[config.mk]
export PLATFORM = sky130hd
export DESIGN_NAME = gds_top
export DESIGN_NICKNAME = d
export VERILOG_FILES = /design/src/logic/gds_pkg.sv /design/src/logic/gds_top.sv
export SDC_FILE = /design/constraint.sdc
export NUM_CORES = 1
export LEC_CHECK = 0
export BUFFER_PORTS_ARGS = -buffer_cell sky130_fd_sc_hd__buf_2
export CAP_MARGIN = 30
export CELL_PAD_IN_SITES_DETAIL_PLACEMENT = 0
export CELL_PAD_IN_SITES_GLOBAL_PLACEMENT = 2
export CORE_ASPECT_RATIO = 1.25
export CORE_UTILIZATION = 43
export CTS_CLUSTER_DIAMETER = 50
export DETAILED_ROUTE_END_ITERATION = 10
export PLACE_DENSITY_LB_ADDON = 0.12
export SLEW_MARGIN = 20
export SYNTH_ARGS = -nofsm -noshare
export SYNTH_HDL_FRONTEND = slang
export SYNTH_SLANG_ARGS = --single-unit
[constraint.sdc]
create_clock -name clk_i -period 4.43 [get_ports clk_i]
set_input_delay 0 -clock clk_i [delete_from_list [all_inputs] [get_ports clk_i]]
set_output_delay 0 -clock clk_i [all_outputs]
set_load 0.05 [all_outputs]
[src/logic/gds_pkg.sv]
// Purpose: Shared constants and types for the general device user strobes
// Assumes: Core clock of 40 MHz (25 ns period)
// Notes:   Strobe widths are derived from the nominal pulse time
package gds_pkg;

   // ----------------------------------------------------------------
   // Timing
   // ----------------------------------------------------------------
   localparam int unsigned GDS_CLK_NS = 25;
   localparam int unsigned GDS_STRB_NS = 400;
   // Least time, so round up to whole cycles
   localparam int unsigned GDS_STRB_CYC =
      (GDS_STRB_NS + GDS_CLK_NS - 1) / GDS_CLK_NS;
   localparam int unsigned GDS_CNT_W = 8;

   // ----------------------------------------------------------------
   // Widths, depths, field positions, reset values
   // ----------------------------------------------------------------
   localparam int unsigned GDS_DATA_W = 16;
   localparam int unsigned GDS_FIFO_DEPTH = 8;
   localparam int unsigned GDS_STAT_LSB = 0;
   localparam int unsigned GDS_STAT_W = 2;
   localparam int unsigned GDS_BE_LO = 0;
   localparam int unsigned GDS_BE_HI = 1;
   localparam logic [1:0] GDS_STAT_RST = 2'h0;
   localparam logic [15:0] GDS_OUT_RST = 16'h0000;
   localparam logic [15:0] GDS_IN_RST = 16'h0000;

   // ----------------------------------------------------------------
   // Types
   // ----------------------------------------------------------------
   // Register the host cycle addresses
   typedef enum logic [1:0] {
      GDS_SEL_OUTBUF,
      GDS_SEL_INBUF,
      GDS_SEL_CSR
   } gds_sel_type;

   // Host bus request, held until acknowledged
   typedef struct packed {
      logic valid;
      logic write;
      gds_sel_type sel;
      logic [1:0] be;
      logic [15:0] wdata;
   } gds_req_type;

   // Host bus answer
   typedef struct packed {
      logic ack;
      logic [15:0] rdata;
   } gds_rsp_type;

   // Queued output buffer write
   typedef struct packed {
      logic [1:0] be;
      logic [15:0] data;
   } gds_owr_type;

   typedef enum {
      GDS_ST_IDLE,
      GDS_ST_RD_PULSE,
      GDS_ST_WAIT_DROP
   } gds_host_state_type;

endpackage : gds_pkg

[src/logic/gds_top.sv]
// Purpose: User side strobes, status lines and init of a 16-bit device port
// Assumes: Host holds a request until ack, then drops valid
// Notes:   Output buffer writes are queued in an 8-word FIFO
`timescale 1ns/1ps

// ----------------------------------------------------------------
// Parameterised FIFO
// ----------------------------------------------------------------
module gds_fifo #(
   parameter int unsigned WIDTH = 18,
   parameter int unsigned DEPTH = 8
) (
   // Clock and reset
   input wire logic clk_i,
   input wire logic sys_rst_i,
   // Fill side
   input wire logic in_valid_i,
   output logic in_ready_o,
   input wire logic [WIDTH-1:0] in_data_i,
   // Drain side
   output logic out_valid_o,
   input wire logic out_ready_i,
   output logic [WIDTH-1:0] out_data_o
);
   localparam int unsigned PW = (DEPTH > 1) ? $clog2(DEPTH) : 1;
   localparam int unsigned CW = $clog2(DEPTH + 1);
   localparam logic [PW-1:0] PTR_LAST = PW'(DEPTH - 1);
   localparam logic [CW-1:0] CNT_FULL = CW'(DEPTH);

   logic [WIDTH-1:0] mem [DEPTH];
   logic [PW-1:0] wr_ptr_reg, wr_ptr_next, rd_ptr_reg, rd_ptr_next;
   logic [CW-1:0] cnt_reg, cnt_next;
   logic push, pop;

   // Flags straight from the count
   assign in_ready_o = (cnt_reg != CNT_FULL);
   assign out_valid_o = (cnt_reg != '0);
   assign out_data_o = mem[rd_ptr_reg];
   assign push = in_valid_i && in_ready_o;
   assign pop = out_valid_o && out_ready_i;

   // Pointer wrap handled explicitly, depth need not be a power of two
   always_comb begin
      wr_ptr_next = wr_ptr_reg;
      rd_ptr_next = rd_ptr_reg;
      cnt_next = cnt_reg;
      if (push) begin
         wr_ptr_next = (wr_ptr_reg == PTR_LAST) ? '0 : wr_ptr_reg + PW'(1);
      end
      if (pop) begin
         rd_ptr_next = (rd_ptr_reg == PTR_LAST) ? '0 : rd_ptr_reg + PW'(1);
      end
      if (push && !pop) begin
         cnt_next = cnt_reg + CW'(1);
      end else if (pop && !push) begin
         cnt_next = cnt_reg - CW'(1);
      end
   end

   // Pointer and count registers
   always_ff @(posedge clk_i) begin
      if (sys_rst_i) begin
         wr_ptr_reg <= '0;
         rd_ptr_reg <= '0;
         cnt_reg <= '0;
      end else begin
         wr_ptr_reg <= wr_ptr_next;
         rd_ptr_reg <= rd_ptr_next;
         cnt_reg <= cnt_next;
      end
   end

   // Storage needs no reset
   always_ff @(posedge clk_i) begin
      if (push) begin
         mem[wr_ptr_reg] <= in_data_i;
      end
   end
endmodule : gds_fifo

// ----------------------------------------------------------------
// Top
// ----------------------------------------------------------------
module gds_top #(
   parameter int unsigned STRB_CYC = gds_pkg::GDS_STRB_CYC,
   parameter int unsigned FIFO_DEPTH = gds_pkg::GDS_FIFO_DEPTH
) (
   // Clock and reset (reset doubles as bus initialise)
   input wire logic clk_i,
   input wire logic sys_rst_i,
   // Host bus side
   input wire gds_pkg::gds_req_type host_req_i,
   output gds_pkg::gds_rsp_type host_rsp_o,
   // User device side
   input wire logic [15:0] in_data_i,
   output logic [15:0] out_data_o,
   output logic high_byte_loaded_strobe_o,
   output logic input_taken_strobe_o,
   output logic [1:0] device_status_lines_o,
   output logic init_o
);
   import gds_pkg::*;

   localparam logic [GDS_CNT_W-1:0] STRB_LOAD = GDS_CNT_W'(STRB_CYC);
   localparam logic [GDS_CNT_W-1:0] CNT_ONE = 8'h01;

   // ----------------------------------------------------------------
   // Input pin synchroniser
   // ----------------------------------------------------------------
   logic [15:0] in_s1_reg, in_s2_reg, in_s3_reg;
   logic [15:0] in_stab_reg, in_stab_next;

   // Word accepted only once two late stages agree, so skew is filtered
   always_comb begin
      in_stab_next = in_stab_reg;
      if (in_s2_reg == in_s3_reg) begin
         in_stab_next = in_s3_reg;
      end
   end

   always_ff @(posedge clk_i) begin
      if (sys_rst_i) begin
         in_s1_reg <= GDS_IN_RST;
         in_s2_reg <= GDS_IN_RST;
         in_s3_reg <= GDS_IN_RST;
         in_stab_reg <= GDS_IN_RST;
      end else begin
         in_s1_reg <= in_data_i;
         in_s2_reg <= in_s1_reg;
         in_s3_reg <= in_s2_reg;
         in_stab_reg <= in_stab_next;
      end
   end

   // ----------------------------------------------------------------
   // Output write queue
   // ----------------------------------------------------------------
   gds_owr_type push_data, pop_data;
   logic push_valid, push_ready, pop_valid, pop_ready;

   assign push_data.be = host_req_i.be;
   assign push_data.data = host_req_i.wdata;

   gds_fifo #(
      .WIDTH($bits(gds_owr_type)),
      .DEPTH(FIFO_DEPTH)
   ) u_owr_fifo (
      .clk_i(clk_i),
      .sys_rst_i(sys_rst_i),
      .in_valid_i(push_valid),
      .in_ready_o(push_ready),
      .in_data_i(push_data),
      .out_valid_o(pop_valid),
      .out_ready_i(pop_ready),
      .out_data_o(pop_data)
   );

   // ----------------------------------------------------------------
   // Host cycle handling
   // ----------------------------------------------------------------
   gds_host_state_type st_reg, st_next;
   logic ack_reg, ack_next;
   logic [15:0] rdata_reg, rdata_next;
   logic [1:0] csr_reg, csr_next;
   logic [GDS_CNT_W-1:0] in_cnt_reg, in_cnt_next;
   logic in_strb_reg, in_strb_next;
   logic init_reg;
   logic [15:0] out_reg, out_next;

   // One request at a time; ack pulses once, then wait for valid to drop
   always_comb begin
      st_next = st_reg;
      ack_next = 1'b0;
      rdata_next = rdata_reg;
      csr_next = csr_reg;
      in_cnt_next = in_cnt_reg;
      push_valid = 1'b0;
      case (st_reg)
         GDS_ST_IDLE: begin
            if (host_req_i.valid) begin
               case (host_req_i.sel)
                  GDS_SEL_OUTBUF: begin
                     if (host_req_i.write) begin
                        // Cycle stalls here while the queue is full
                        push_valid = 1'b1;
                        if (push_ready) begin
                           ack_next = 1'b1;
                           st_next = GDS_ST_WAIT_DROP;
                        end
                     end else begin
                        rdata_next = out_reg;
                        ack_next = 1'b1;
                        st_next = GDS_ST_WAIT_DROP;
                     end
                  end
                  GDS_SEL_INBUF: begin
                     if (!host_req_i.write) begin
                        // Sampled word relies on the user holding it
                        rdata_next = in_stab_reg;
                        in_cnt_next = STRB_LOAD;
                        st_next = GDS_ST_RD_PULSE;
                     end else begin
                        ack_next = 1'b1; // Input buffer is read only
                        st_next = GDS_ST_WAIT_DROP;
                     end
                  end
                  GDS_SEL_CSR: begin
                     if (host_req_i.write && host_req_i.be[GDS_BE_LO]) begin
                        // Host loads both status bits
                        csr_next = host_req_i.wdata[GDS_STAT_LSB +: GDS_STAT_W];
                     end
                     rdata_next = {14'h0000, csr_reg};
                     ack_next = 1'b1;
                     st_next = GDS_ST_WAIT_DROP;
                  end
                  default: begin
                     rdata_next = 16'h0000;
                     ack_next = 1'b1;
                     st_next = GDS_ST_WAIT_DROP;
                  end
               endcase
            end
         end
         GDS_ST_RD_PULSE: begin
            in_cnt_next = in_cnt_reg - CNT_ONE;
            // Cycle completes only as the pulse ends
            if (in_cnt_reg == CNT_ONE) begin
               ack_next = 1'b1;
               st_next = GDS_ST_WAIT_DROP;
            end
         end
         GDS_ST_WAIT_DROP: begin
            if (!host_req_i.valid) begin
               st_next = GDS_ST_IDLE;
            end
         end
         default: begin
            st_next = GDS_ST_IDLE;
         end
      endcase
      in_strb_next = (in_cnt_next != '0);
   end

   always_ff @(posedge clk_i) begin
      if (sys_rst_i) begin
         st_reg <= GDS_ST_IDLE;
         ack_reg <= 1'b0;
         rdata_reg <= 16'h0000;
         csr_reg <= GDS_STAT_RST;
         in_cnt_reg <= '0;
         in_strb_reg <= 1'b0;
         init_reg <= 1'b1;
      end else begin
         st_reg <= st_next;
         ack_reg <= ack_next;
         rdata_reg <= rdata_next;
         csr_reg <= csr_next;
         in_cnt_reg <= in_cnt_next;
         in_strb_reg <= in_strb_next;
         init_reg <= 1'b0;
      end
   end

   // ----------------------------------------------------------------
   // Output buffer load and high-byte strobe
   // ----------------------------------------------------------------
   logic [GDS_CNT_W-1:0] hi_cnt_reg, hi_cnt_next;
   logic hi_strb_reg, hi_strb_next;

   // Drain waits for a running pulse, so the queue really fills
   assign pop_ready = (hi_cnt_reg == '0);

   always_comb begin
      out_next = out_reg;
      hi_cnt_next = hi_cnt_reg;
      if (pop_valid && pop_ready) begin
         // Data and strobe change on the same edge
         if (pop_data.be[GDS_BE_LO]) begin
            out_next[7:0] = pop_data.data[7:0];
         end
         if (pop_data.be[GDS_BE_HI]) begin
            out_next[15:8] = pop_data.data[15:8];
            hi_cnt_next = STRB_LOAD;
         end
      end else if (hi_cnt_reg != '0) begin
         hi_cnt_next = hi_cnt_reg - CNT_ONE;
      end
      hi_strb_next = (hi_cnt_next != '0);
   end

   always_ff @(posedge clk_i) begin
      if (sys_rst_i) begin
         out_reg <= GDS_OUT_RST;
         hi_cnt_reg <= '0;
         hi_strb_reg <= 1'b0;
      end else begin
         out_reg <= out_next;
         hi_cnt_reg <= hi_cnt_next;
         hi_strb_reg <= hi_strb_next;
      end
   end

   // Outputs, all from flops
   assign host_rsp_o.ack = ack_reg;
   assign host_rsp_o.rdata = rdata_reg;
   assign out_data_o = out_reg;
   assign high_byte_loaded_strobe_o = hi_strb_reg;
   assign input_taken_strobe_o = in_strb_reg;
   assign device_status_lines_o = csr_reg;
   assign init_o = init_reg;

   // ----------------------------------------------------------------
   // Assertions
   // ----------------------------------------------------------------
   logic [GDS_CNT_W-1:0] in_len_reg, hi_len_reg;

   // Helper counters of pulse length
   always_ff @(posedge clk_i) begin
      if (sys_rst_i) begin
         in_len_reg <= '0;
         hi_len_reg <= '0;
      end else begin
         in_len_reg <= in_strb_reg ? in_len_reg + CNT_ONE : '0;
         hi_len_reg <= hi_strb_reg ? hi_len_reg + CNT_ONE : '0;
      end
   end
endmodule : gds_top

# --- Word level (Yosys, flattened, before mapping) ---
# Memory sizes are Yosys's and may differ from the RTL's. A register that Yosys moved wholly into a read port is not among the register bits.
# Index checks and enable logic that the tools add are counted.
word_totals:
  reg_bits: 160
  ram_bits: 144
  in_bits: 40
  output_inout_bits: 38
  elab_cells: 97
  memories: 1
op_classes:
  n_addsub: 6
  n_eq_ne: 15
  muxes: 37
  reduce_logical: 20
mem_list:
  columns: ["name", "depth", "width", "rd", "rd_ports_with_merged_regs", "write_ports", "line_no", "rtl"]
  rows:
  - ["u_owr_fifo.mem", 8, 18, 1, 1, 1, "gds_top.sv:30", "logic [WIDTH-1:0] mem [DEPTH];"]
op_table:
  columns: ["cell", "n"]
  rows:
  - ["two-way mux 32 bit", 5]
  - ["one-hot mux 32 bit (3 select lines)", 1]
  - ["one-hot mux 32 bit (2 select lines)", 1]
  - ["two-way mux 8 bit", 6]
  - ["one-hot mux 16 bit (3 select lines)", 1]
  - ["equality test 32 x 1 -> 1 bit, second input constant", 1]
  - ["equality test 32 x 2 -> 1 bit, second input constant", 1]
  - ["zero test 32 bit", 1]
  - ["two-way mux 16 bit", 2]
  - ["nonzero test 8 bit", 3]
  - ["equality test 16 bit", 1]
  - ["one-hot mux 8 bit (2 select lines)", 1]
  - ["subtractor 8 x 1 -> 8 bit, second input constant", 2]
  - ["two-way mux 3 bit", 4]
  - ["AND reduction 4 bit", 3]
  - ["two-way mux 1 bit", 11]
  - ["inequality test 2 bit, second input constant", 5]
  - ["equality test 8 x 1 -> 1 bit, second input constant", 1]
  - ["zero test 8 bit", 1]
  - ["two-way mux 4 bit", 2]
  - ["adder 3 x 1 -> 3 bit, second input constant", 2]
  - ["equality test 3 bit, second input constant", 2]
  - ["logical AND 1 bit", 5]
  - ["adder 4 x 1 -> 4 bit, second input constant", 1]
  - ["other kinds (12)", 15]

# --- Depth between registers and ports, before layout ---
# Gate-level depths: netlist of run 1.
depth:
  depth_word: 9
  mapped_depth: 13
  ltp_nobuf: 12

# --- Cells and area by module ---
# From an unflattened synthesis of run 1, not the netlist that was laid out.
unflattened:
  cells_unflattened: 757
  hier_area_um2: 10866.7
modules_own_cells:
  columns: ["mod", "instances", "cells_each", "area_per_inst_um2", "seq_area_each_um2"]
  rows:
  - ["gds_fifo", 1, 283, 6195.9, 4584.4]
  - ["gds_top", 1, 474, 4670.7, 2402.3]

# --- Worst setup path before layout of run 1 ---
# Ideal clock, no wire load.
synth_timing:
  kind: "register to register"
  startpoint: "register st_reg[0]"
  endpoint: "memory u_owr_fifo.mem[0][0], enable pin"
  setup_ns: 0.439
  arrival_time_ns: 2.997
  t_required_ns: 3.991
  path_slack_ns: 0.994
  stages_incl_launch_ff: 6
  path_buffers: 1
  period_less_slack_ns: 3.436
  cell_sequence: "dfxtp_1 > nor3b_2 > nand2_1 > or4_1 > clkbuf_1 > nor4_1"
synth_between:
  elab_chain_cells: 5
synth_rtl:
  columns: ["item", "line_no", "rtl"]
  rows:
  - ["start, declared", "gds_top.sv:161", "gds_host_state_type st_reg, st_next;"]
  - ["start signal, assigned", "gds_top.sv:254", "st_reg <= st_next;"]
  - ["zero test 32 bit", "gds_top.sv:178", "case (st_reg)"]
  - ["two-way mux 1 bit", "gds_top.sv:178", null]
  - ["logical AND 1 bit", "gds_top.sv:39", "assign push = in_valid_i && in_ready_o;"]
  - ["two-way mux 1 bit", "gds_top.sv:75", "if (push) begin"]
  - ["two-way mux 1 bit (not written as such)", "gds_top.sv:76", "mem[wr_ptr_reg] <= in_data_i;"]
  - ["end, declared", "gds_top.sv:30", null]
# Every way passes these cells.

# --- Worst setup path after layout of run 1 ---
layout_timing:
  startpoint: "register st_reg[0]"
  endpoint: "register u_owr_fifo.cnt_reg[3]"
layout_between:
  elab_chain_cells: 6
  word_cells_on_any_way: 8
  cone_classes: "2 x mux; 6 x reduce/logical"
layout_rtl:
  columns: ["item", "line_no", "rtl"]
  rows:
  - ["zero test 32 bit (*)", "gds_top.sv:178", null]
  - ["two-way mux 1 bit (*)", "gds_top.sv:178", null]
  - ["logical AND 1 bit (*)", "gds_top.sv:39", null]
  - ["net u_owr_fifo.push", "gds_top.sv:33", "logic push, pop;"]
  - ["zero test 1 bit", "gds_top.sv:55", "end else if (pop && !push) begin"]
  - ["logical AND 1 bit", "gds_top.sv:55", null]
  - ["nonzero test 2 bit (no source line)", null, null]
  - ["end signal, assigned", "gds_top.sv:69", "cnt_reg <= cnt_next;"]
  - ["end, declared", "gds_top.sv:32", "logic [CW-1:0] cnt_reg, cnt_next;"]
# Mark *: on every way through the listed nets, which the timed path passes. The rest lies on a longest branch.
# A chain may end at the register's enable or synchronous reset.

==> impl_metrics.toml, run 1 <==
[layout]
area_growth_pct = 20.5
n_antenna_cell = 0
final_nets = 918
largest_reg_flops = 144
stdcell_area_sq_mm = 0.0128
final_cells = 1214
regMostFlops = "u_owr_fifo.mem"
n_fill_cell = 2059
drive_gt1_share_pct = 22.3

[synth]
synthTopCellsByArea = "edfxtp_1 (41%), dfxtp_1 (25%), mux4_2 (7.7%), mux2i_1 (5.3%), nor2b_1 (3.0%)"
yosys_warnings = 0
synth_cell_types = 46
netlist_area_sq_mm = 0.0106
netlist_instances = 744
synth_top_area_share_pct = 40.8
yosysSeqAreaShare_pct = 66.0
yosys_register_bits = 277
synth_flop_cell = "edfxtp_1"
synthArstFlopShare_pct = 0
syn_nets = 796
avgSynthCellArea_sq_um = 14.2
synth_edf_count = 144
yosys.area.top_type = "edfxtp_1"

[floorplanning]
die_h_um = 177
start_util_pct = 44.2
rows = 63
dieArea_sq_mm = 0.0253
core-area_sq_mm = 0.0240
die-width_um = 142
ioPinCount = 78

[timing]
finalCritPeriodShare_pct = 74.3
fin_setup_tns_ps = 0
tightest_slew_ps = 901
clock_skew_ps = 17.5
relSlewSlack_pct = 39.8
setup_viol = 0
hold_viol = 0
slew_viol_final = 0
fmax_mhz = 304
rsz0062_at_grt = "no"
min_period_ps = 3290

[grt]
antenna_found_initial = 0
grt_pass1_wl_um = 34400
grt_max_degree = 95
grt_use_total_pct = 17.9
overflow = 0
grt_pass1_vias = 6310

[routing]
drc = 0
wl_per_cell_um = 18.0
num_vias = 6150
routed_wl_um = 21800
drt_iter0_drc = 312
ant_nets = 0
vias_per_cell = 5.07
drt-pass1-iter-count = 7

[worst_setup_path]
cpMaxStageDelayCell = "or4_1"
critPathMaxStageDelay_ps = 620
cp.arrival_ps = 3760
cp_num_buf_inv = 2
cp_data_required_time_ps = 4900
cpLargestDelayFamily = "simple AND/OR/NAND/NOR gates"
cp-start-kind = "flop"
cp_max_fo = 9
worstSetupEndpointType = "flop"
crit_path_cell_trace = "nor3b_2 -> nand2_1 -> or4_1 -> inv_1 -> ha_1 -> inv_1 -> ha_1 -> a21o_1 -> a21oi_1 -> xnor2_1 -> or3_1 -> a21oi_1"
critical_path_class = "flop to flop"

[place]
io_buffers = 77
post-place-cells = 1120
place.detailed.hpwl_um = 13800
placed_area_sq_mm = 0.0113
place_congestion = 0.774

[clock_network]
post_cts_resized = 0
cts.hold.buffers_added = 36
clkLatencyLatePin_ps = 550
cts_tree = "done"
cts.sinks = 277
clockBufferDepth = 3
post_cts_buffers = 0
htreeDepth = 1
cts_buffers = 30
clk_pin_slew_ps = 60
cts_root_buffer = "clkbuf_16"

[min_path]
hold_class = "input pin to flop"

[run]
drv_cap = 0

[power]
ir_drop_v = 0.000371
p_leak_nw = 4.71
p_total_mw = 6.65
power_density_mw_per_mm2 = 521

[run_status]
outcome = "finished clean"
through the flow:
stage,hold slack [ps],setup slack [ps],util (%)
2_1_floorplan,27.7,994,-
3_3_place_gp,208,1350,47.3
3_5_place_dp,212,1180,47.3
4_1_cts,74.3,1160,53.0
5_1_grt,114,899,53.2
6_report,86.3,1140,53.2
worst paths after layout:
check	start	end	slack [ps]	depth (start not counted)
max	st_reg[0]	u_owr_fifo.cnt_reg[3]	1140	12
min reg2reg	in_s1_reg[8]	in_s2_reg[8]	440	1
min	host_req_i[19]	rdata_reg[1]	90	4
max reg2reg	st_reg[0]	u_owr_fifo.cnt_reg[3]	1140	12
report_power, final:
group	leakage, nW	internal, mW	total (mW)	switching [mW]
logic	1.84	0.506	1.17	0.661
clock network	0.488	1.54	2.52	0.980
registers	2.38	2.82	2.97	0.148
per-layer routing:
metal	wire length [um]	GRT usage, %
met1	9400	22.5
met2	11000	31.6
met3	975	2.73
met4	462	5.42
met5	0	0
placed cells by master (no fill, tap or decap), types with 2 or more instances in the layout:
cell type and count:
a211oi_1 12, a211oi_2 8, a21oi_1 33, a31oi_1 2, a41oi_1 2, and2_1 2, buf_2 76, buf_4 15
bufinv_16 5, clkbuf_1 6, clkbuf_16 30, clkinv_1 3, clkinv_2 5, clkinvlp_2 2, dfxtp_1 132, dlygate4sd3_1 37
edfxtp_1 144, ha_1 11, inv_1 12, inv_6 2, mux2i_1 56, mux4_2 36, nand2_1 17, nand2b_1 3
nand3_1 3, nand3b_1 4, nand4_1 2, nor2_1 74, nor2b_1 50, nor3_1 27, nor3_2 5, nor3b_1 2
nor4_1 8, o21ai_0 7, or3_1 5, or4_1 2, xnor2_1 8, xor2_1 20
cell usage after synthesis (11+ instances only):
library cell  number
a211oi_1          12
a21oi_1           33
clkbuf_1          27
dfxtp_1          133
edfxtp_1         144
ha_1              11
inv_1             12
mux2i_1           56
mux4_2            36
nand2_1           17
nor2_1            74
nor2b_1           51
nor3_1            31
xor2_1            20
worst register-to-register path, stage by stage (launching register included):
cell and delay, ps:
dfxtp_1 370, nor3b_2 360, nand2_1 120, or4_1 620, inv_1 210, ha_1 200, inv_1 100, ha_1 320
a21o_1 180, a21oi_1 180, xnor2_1 100, or3_1 310, a21oi_1 140
kinds of logic after synthesis:
kind of cell / synth area share (%)
adders and majority gates: 1.49
muxes: 13.1
AOI/OAI and AO/OA: 4.50
xor gates and xnor gates: 2.32
DFF: 66.0
and+or+nand+nor: 10.5
buffers and inverters: 2.19
final cells by class:
type,count,area [sq um],area share (%)
Sequential cell,277,6990,54.8
Multi-Input combinational cell,415,3400,26.7
Timing Repair Buffer,130,902,7.07
Clock buffer,36,773,6.06
Tap cell,325,407,3.19
Clock inverter,19,238,1.86
Inverter,12,45.0,0.353
Note: power is estimated with default switching activity, not from simulation.
==> run 2: changes to the inputs <==
==> constraint.sdc (replaced) <==
create_clock -name clk_i -period 3.3 [get_ports clk_i]
set_input_delay 0 -clock clk_i [delete_from_list [all_inputs] [get_ports clk_i]]
set_output_delay 0 -clock clk_i [all_outputs]
set_load 0.05 [all_outputs]
==> run 2 against run 1 <==
  * Total power grew 34%
  * Clock skew shrank 6.0 ps
  * Via count grew 1.4%
  * Highest routed layer unchanged
==> impl_metrics.toml, run 2 (synthesis results as in run 1) <==
[worst_setup_path]
cp-start-kind = "flop"
critical_path_class = "flop to flop"
critPathMaxStageDelay_ps = 450
cp.arrival_ps = 3470
worstSetupEndpointType = "flop"
cpMaxStageDelayCell = "or4_1"
crit_path_cell_trace = "nor3b_2 -> nand2_1 -> or4_1 -> inv_1 -> ha_1 -> inv_1 -> ha_1 -> a21o_1 -> a21oi_1 -> xnor2_1 -> or3_1 -> a21oi_1"
cp_data_required_time_ps = 3760
cp_max_fo = 8

[grt]
grt_pass1_vias = 6178
antenna_found_initial = 0
grt_util_met1_pct = 22.2
overflow = 0
use_met3_pct = 2.29
grt_max_degree = 75
grt_use_total_pct = 17.6
grt_util_met2_pct = 31.1
grt_pass1_wl_um = 33900
busiest_layer = "met2"

[routing]
drt-pass1-iter-count = 4
drt_iter0_drc = 347
wl_per_cell_um = 17.8
ant_nets = 0
routed_wl_um = 21800
drc = 0
vias_per_cell = 5.08
num_vias = 6235

[timing]
hold_viol = 0
relSlewSlack_pct = 47.7
fin_setup_tns_ps = 0
setup_viol = 0
slew_viol_final = 0
fin_ws_ps = 293
hold_ws_ps = 231
finalCritPeriodShare_pct = 91.1
min_period_ps = 3010
rsz0062_at_grt = "no"
clock_skew_ps = 11.6
fmax_mhz = 333
tightest_slew_ps = 780

[place]
place_congestion = 0.826
io_buffers = 77
pre_cts_slack_ps = 365
place.detailed.hpwl_um = 13600

[run_status]
outcome = "finished clean"

[clock_network]
clockBufferDepth = 3
cts.sinks = 277
cts_buffers = 30
cts_tree = "done"
htreeDepth = 1
clkLatencyLatePin_ps = 550
clk_pin_slew_ps = 60
cts_root_buffer = "clkbuf_16"

[floorplanning]
rows = 63
die-width_um = 142
die_h_um = 177
dieArea_sq_mm = 0.0253
start_util_pct = 44.2
core-area_sq_mm = 0.0240
ioPinCount = 78

[run]
drv_cap = 0

[min_path]
hold_class = "input pin to flop"

[power]
comb_power_share_pct = 17.9
p_sw_mw = 2.47
power_density_mw_per_mm2 = 693
ir_drop_v = 0.000597
sw_frac_of_total_pct = 27.7
intPower_mw = 6.45
p_leak_nw = 4.76
clock_power_share_pct = 37.5
p_seq_share_pct = 44.6

[layout]
area_growth_pct = 21.6
regMostFlops = "u_owr_fifo.mem"
largest_reg_flops = 144
n_fill_cell = 2045
final_nets = 931
drive_gt1_share_pct = 22.1
n_antenna_cell = 0
final_cell_mix = "edfxtp_1 (144), dfxtp_1 (132), buf_2 (76), nor2_1 (74), mux2i_1 (56)"
final_common_cell = "edfxtp_1"
run 2: changes by cell type in the layout (fill, tap and decap cells not counted), moves of 2 or more:
cell	previous run	this run
dlygate4sd3_1	37	48
bufinv_16	5	3
buf_4	15	18
clkinv_2	5	0
clkinv_4	0	2
run 2: worst paths after layout:
check,startpoint,to,slack (ps),cells after the start
max,st_reg[0],u_owr_fifo.cnt_reg[3],290,12
min,in_data_i[4],in_s1_reg[4],230,3
max reg2reg,st_reg[0],u_owr_fifo.cnt_reg[3],290,12
min reg2reg,in_s1_reg[4],in_s2_reg[4],440,1
run 2: stage by stage:
step | instances | utilization [%] | cell area (sq um) | power (mW)
5_1_grt | 1228 | 53.7 | 12900 | 9.30
4_1_cts | 1228 | 53.7 | 12900 | 9.02
2_1_floorplan | 744 | - | 10600 | 5.24
3_3_place_gp | 1124 | 47.5 | 11400 | 5.58
6_report | 1228 | 53.7 | 12900 | 8.92
3_5_place_dp | 1124 | 47.5 | 11400 | 5.61
run 2: critical path: cells and delay by family (launching register included):
family,cells,cell delay [ps]
AO/OA/AOI/OAI,3,530
XOR/XNOR,1,90
adder cells (fa/ha/maj),2,500
buffers and inverters,2,240
flip-flops,1,370
AND/OR/NAND/NOR,4,1210
run 2: per-layer routing:
| layer | up-vias | part of all wire (%) |
|---|---|---|
| met1 | 3077 | 43 |
| met5 | - | 0 |
| met3 | 43 | 3.4 |
| met2 | 117 | 51 |
| met4 | 0 | 2.4 |
| li1 | 2998 | - |
run 2: power groups by stage:
stage               clock, mW  sequential [mW]  combinational [mW]
global placement            0             4.05                1.53
global route             3.56             4.01                1.73
finish                   3.34             3.98                1.59
detailed placement          0             4.05                1.55
floorplan                   0             4.17                1.07
CTS                      3.43             3.98                1.61
run 2: area by class of cell:
type | instances | area [sq um] | area share, %
clock buffers | 38 | 802 | 6.23
clock inverters | 18 | 203 | 1.57
inverters | 12 | 45.0 | 0.350
multi-input cells | 415 | 3410 | 26.5
flip-flops and latches | 277 | 6990 | 54.3
well taps | 325 | 407 | 3.16
repair buffers | 143 | 1020 | 7.89
run 2: what timing repair did:
| action | 4_1_cts | 5_1_grt |
|---|---|---|
| endpoints found under the setup margin | 0 | 0 |
| buffers inserted | 0 | 0 |
| hold endpoints to repair | 207 | 0 |
| hold buffers | 48 | 0 |
| resized for setup | 0 | 0 |
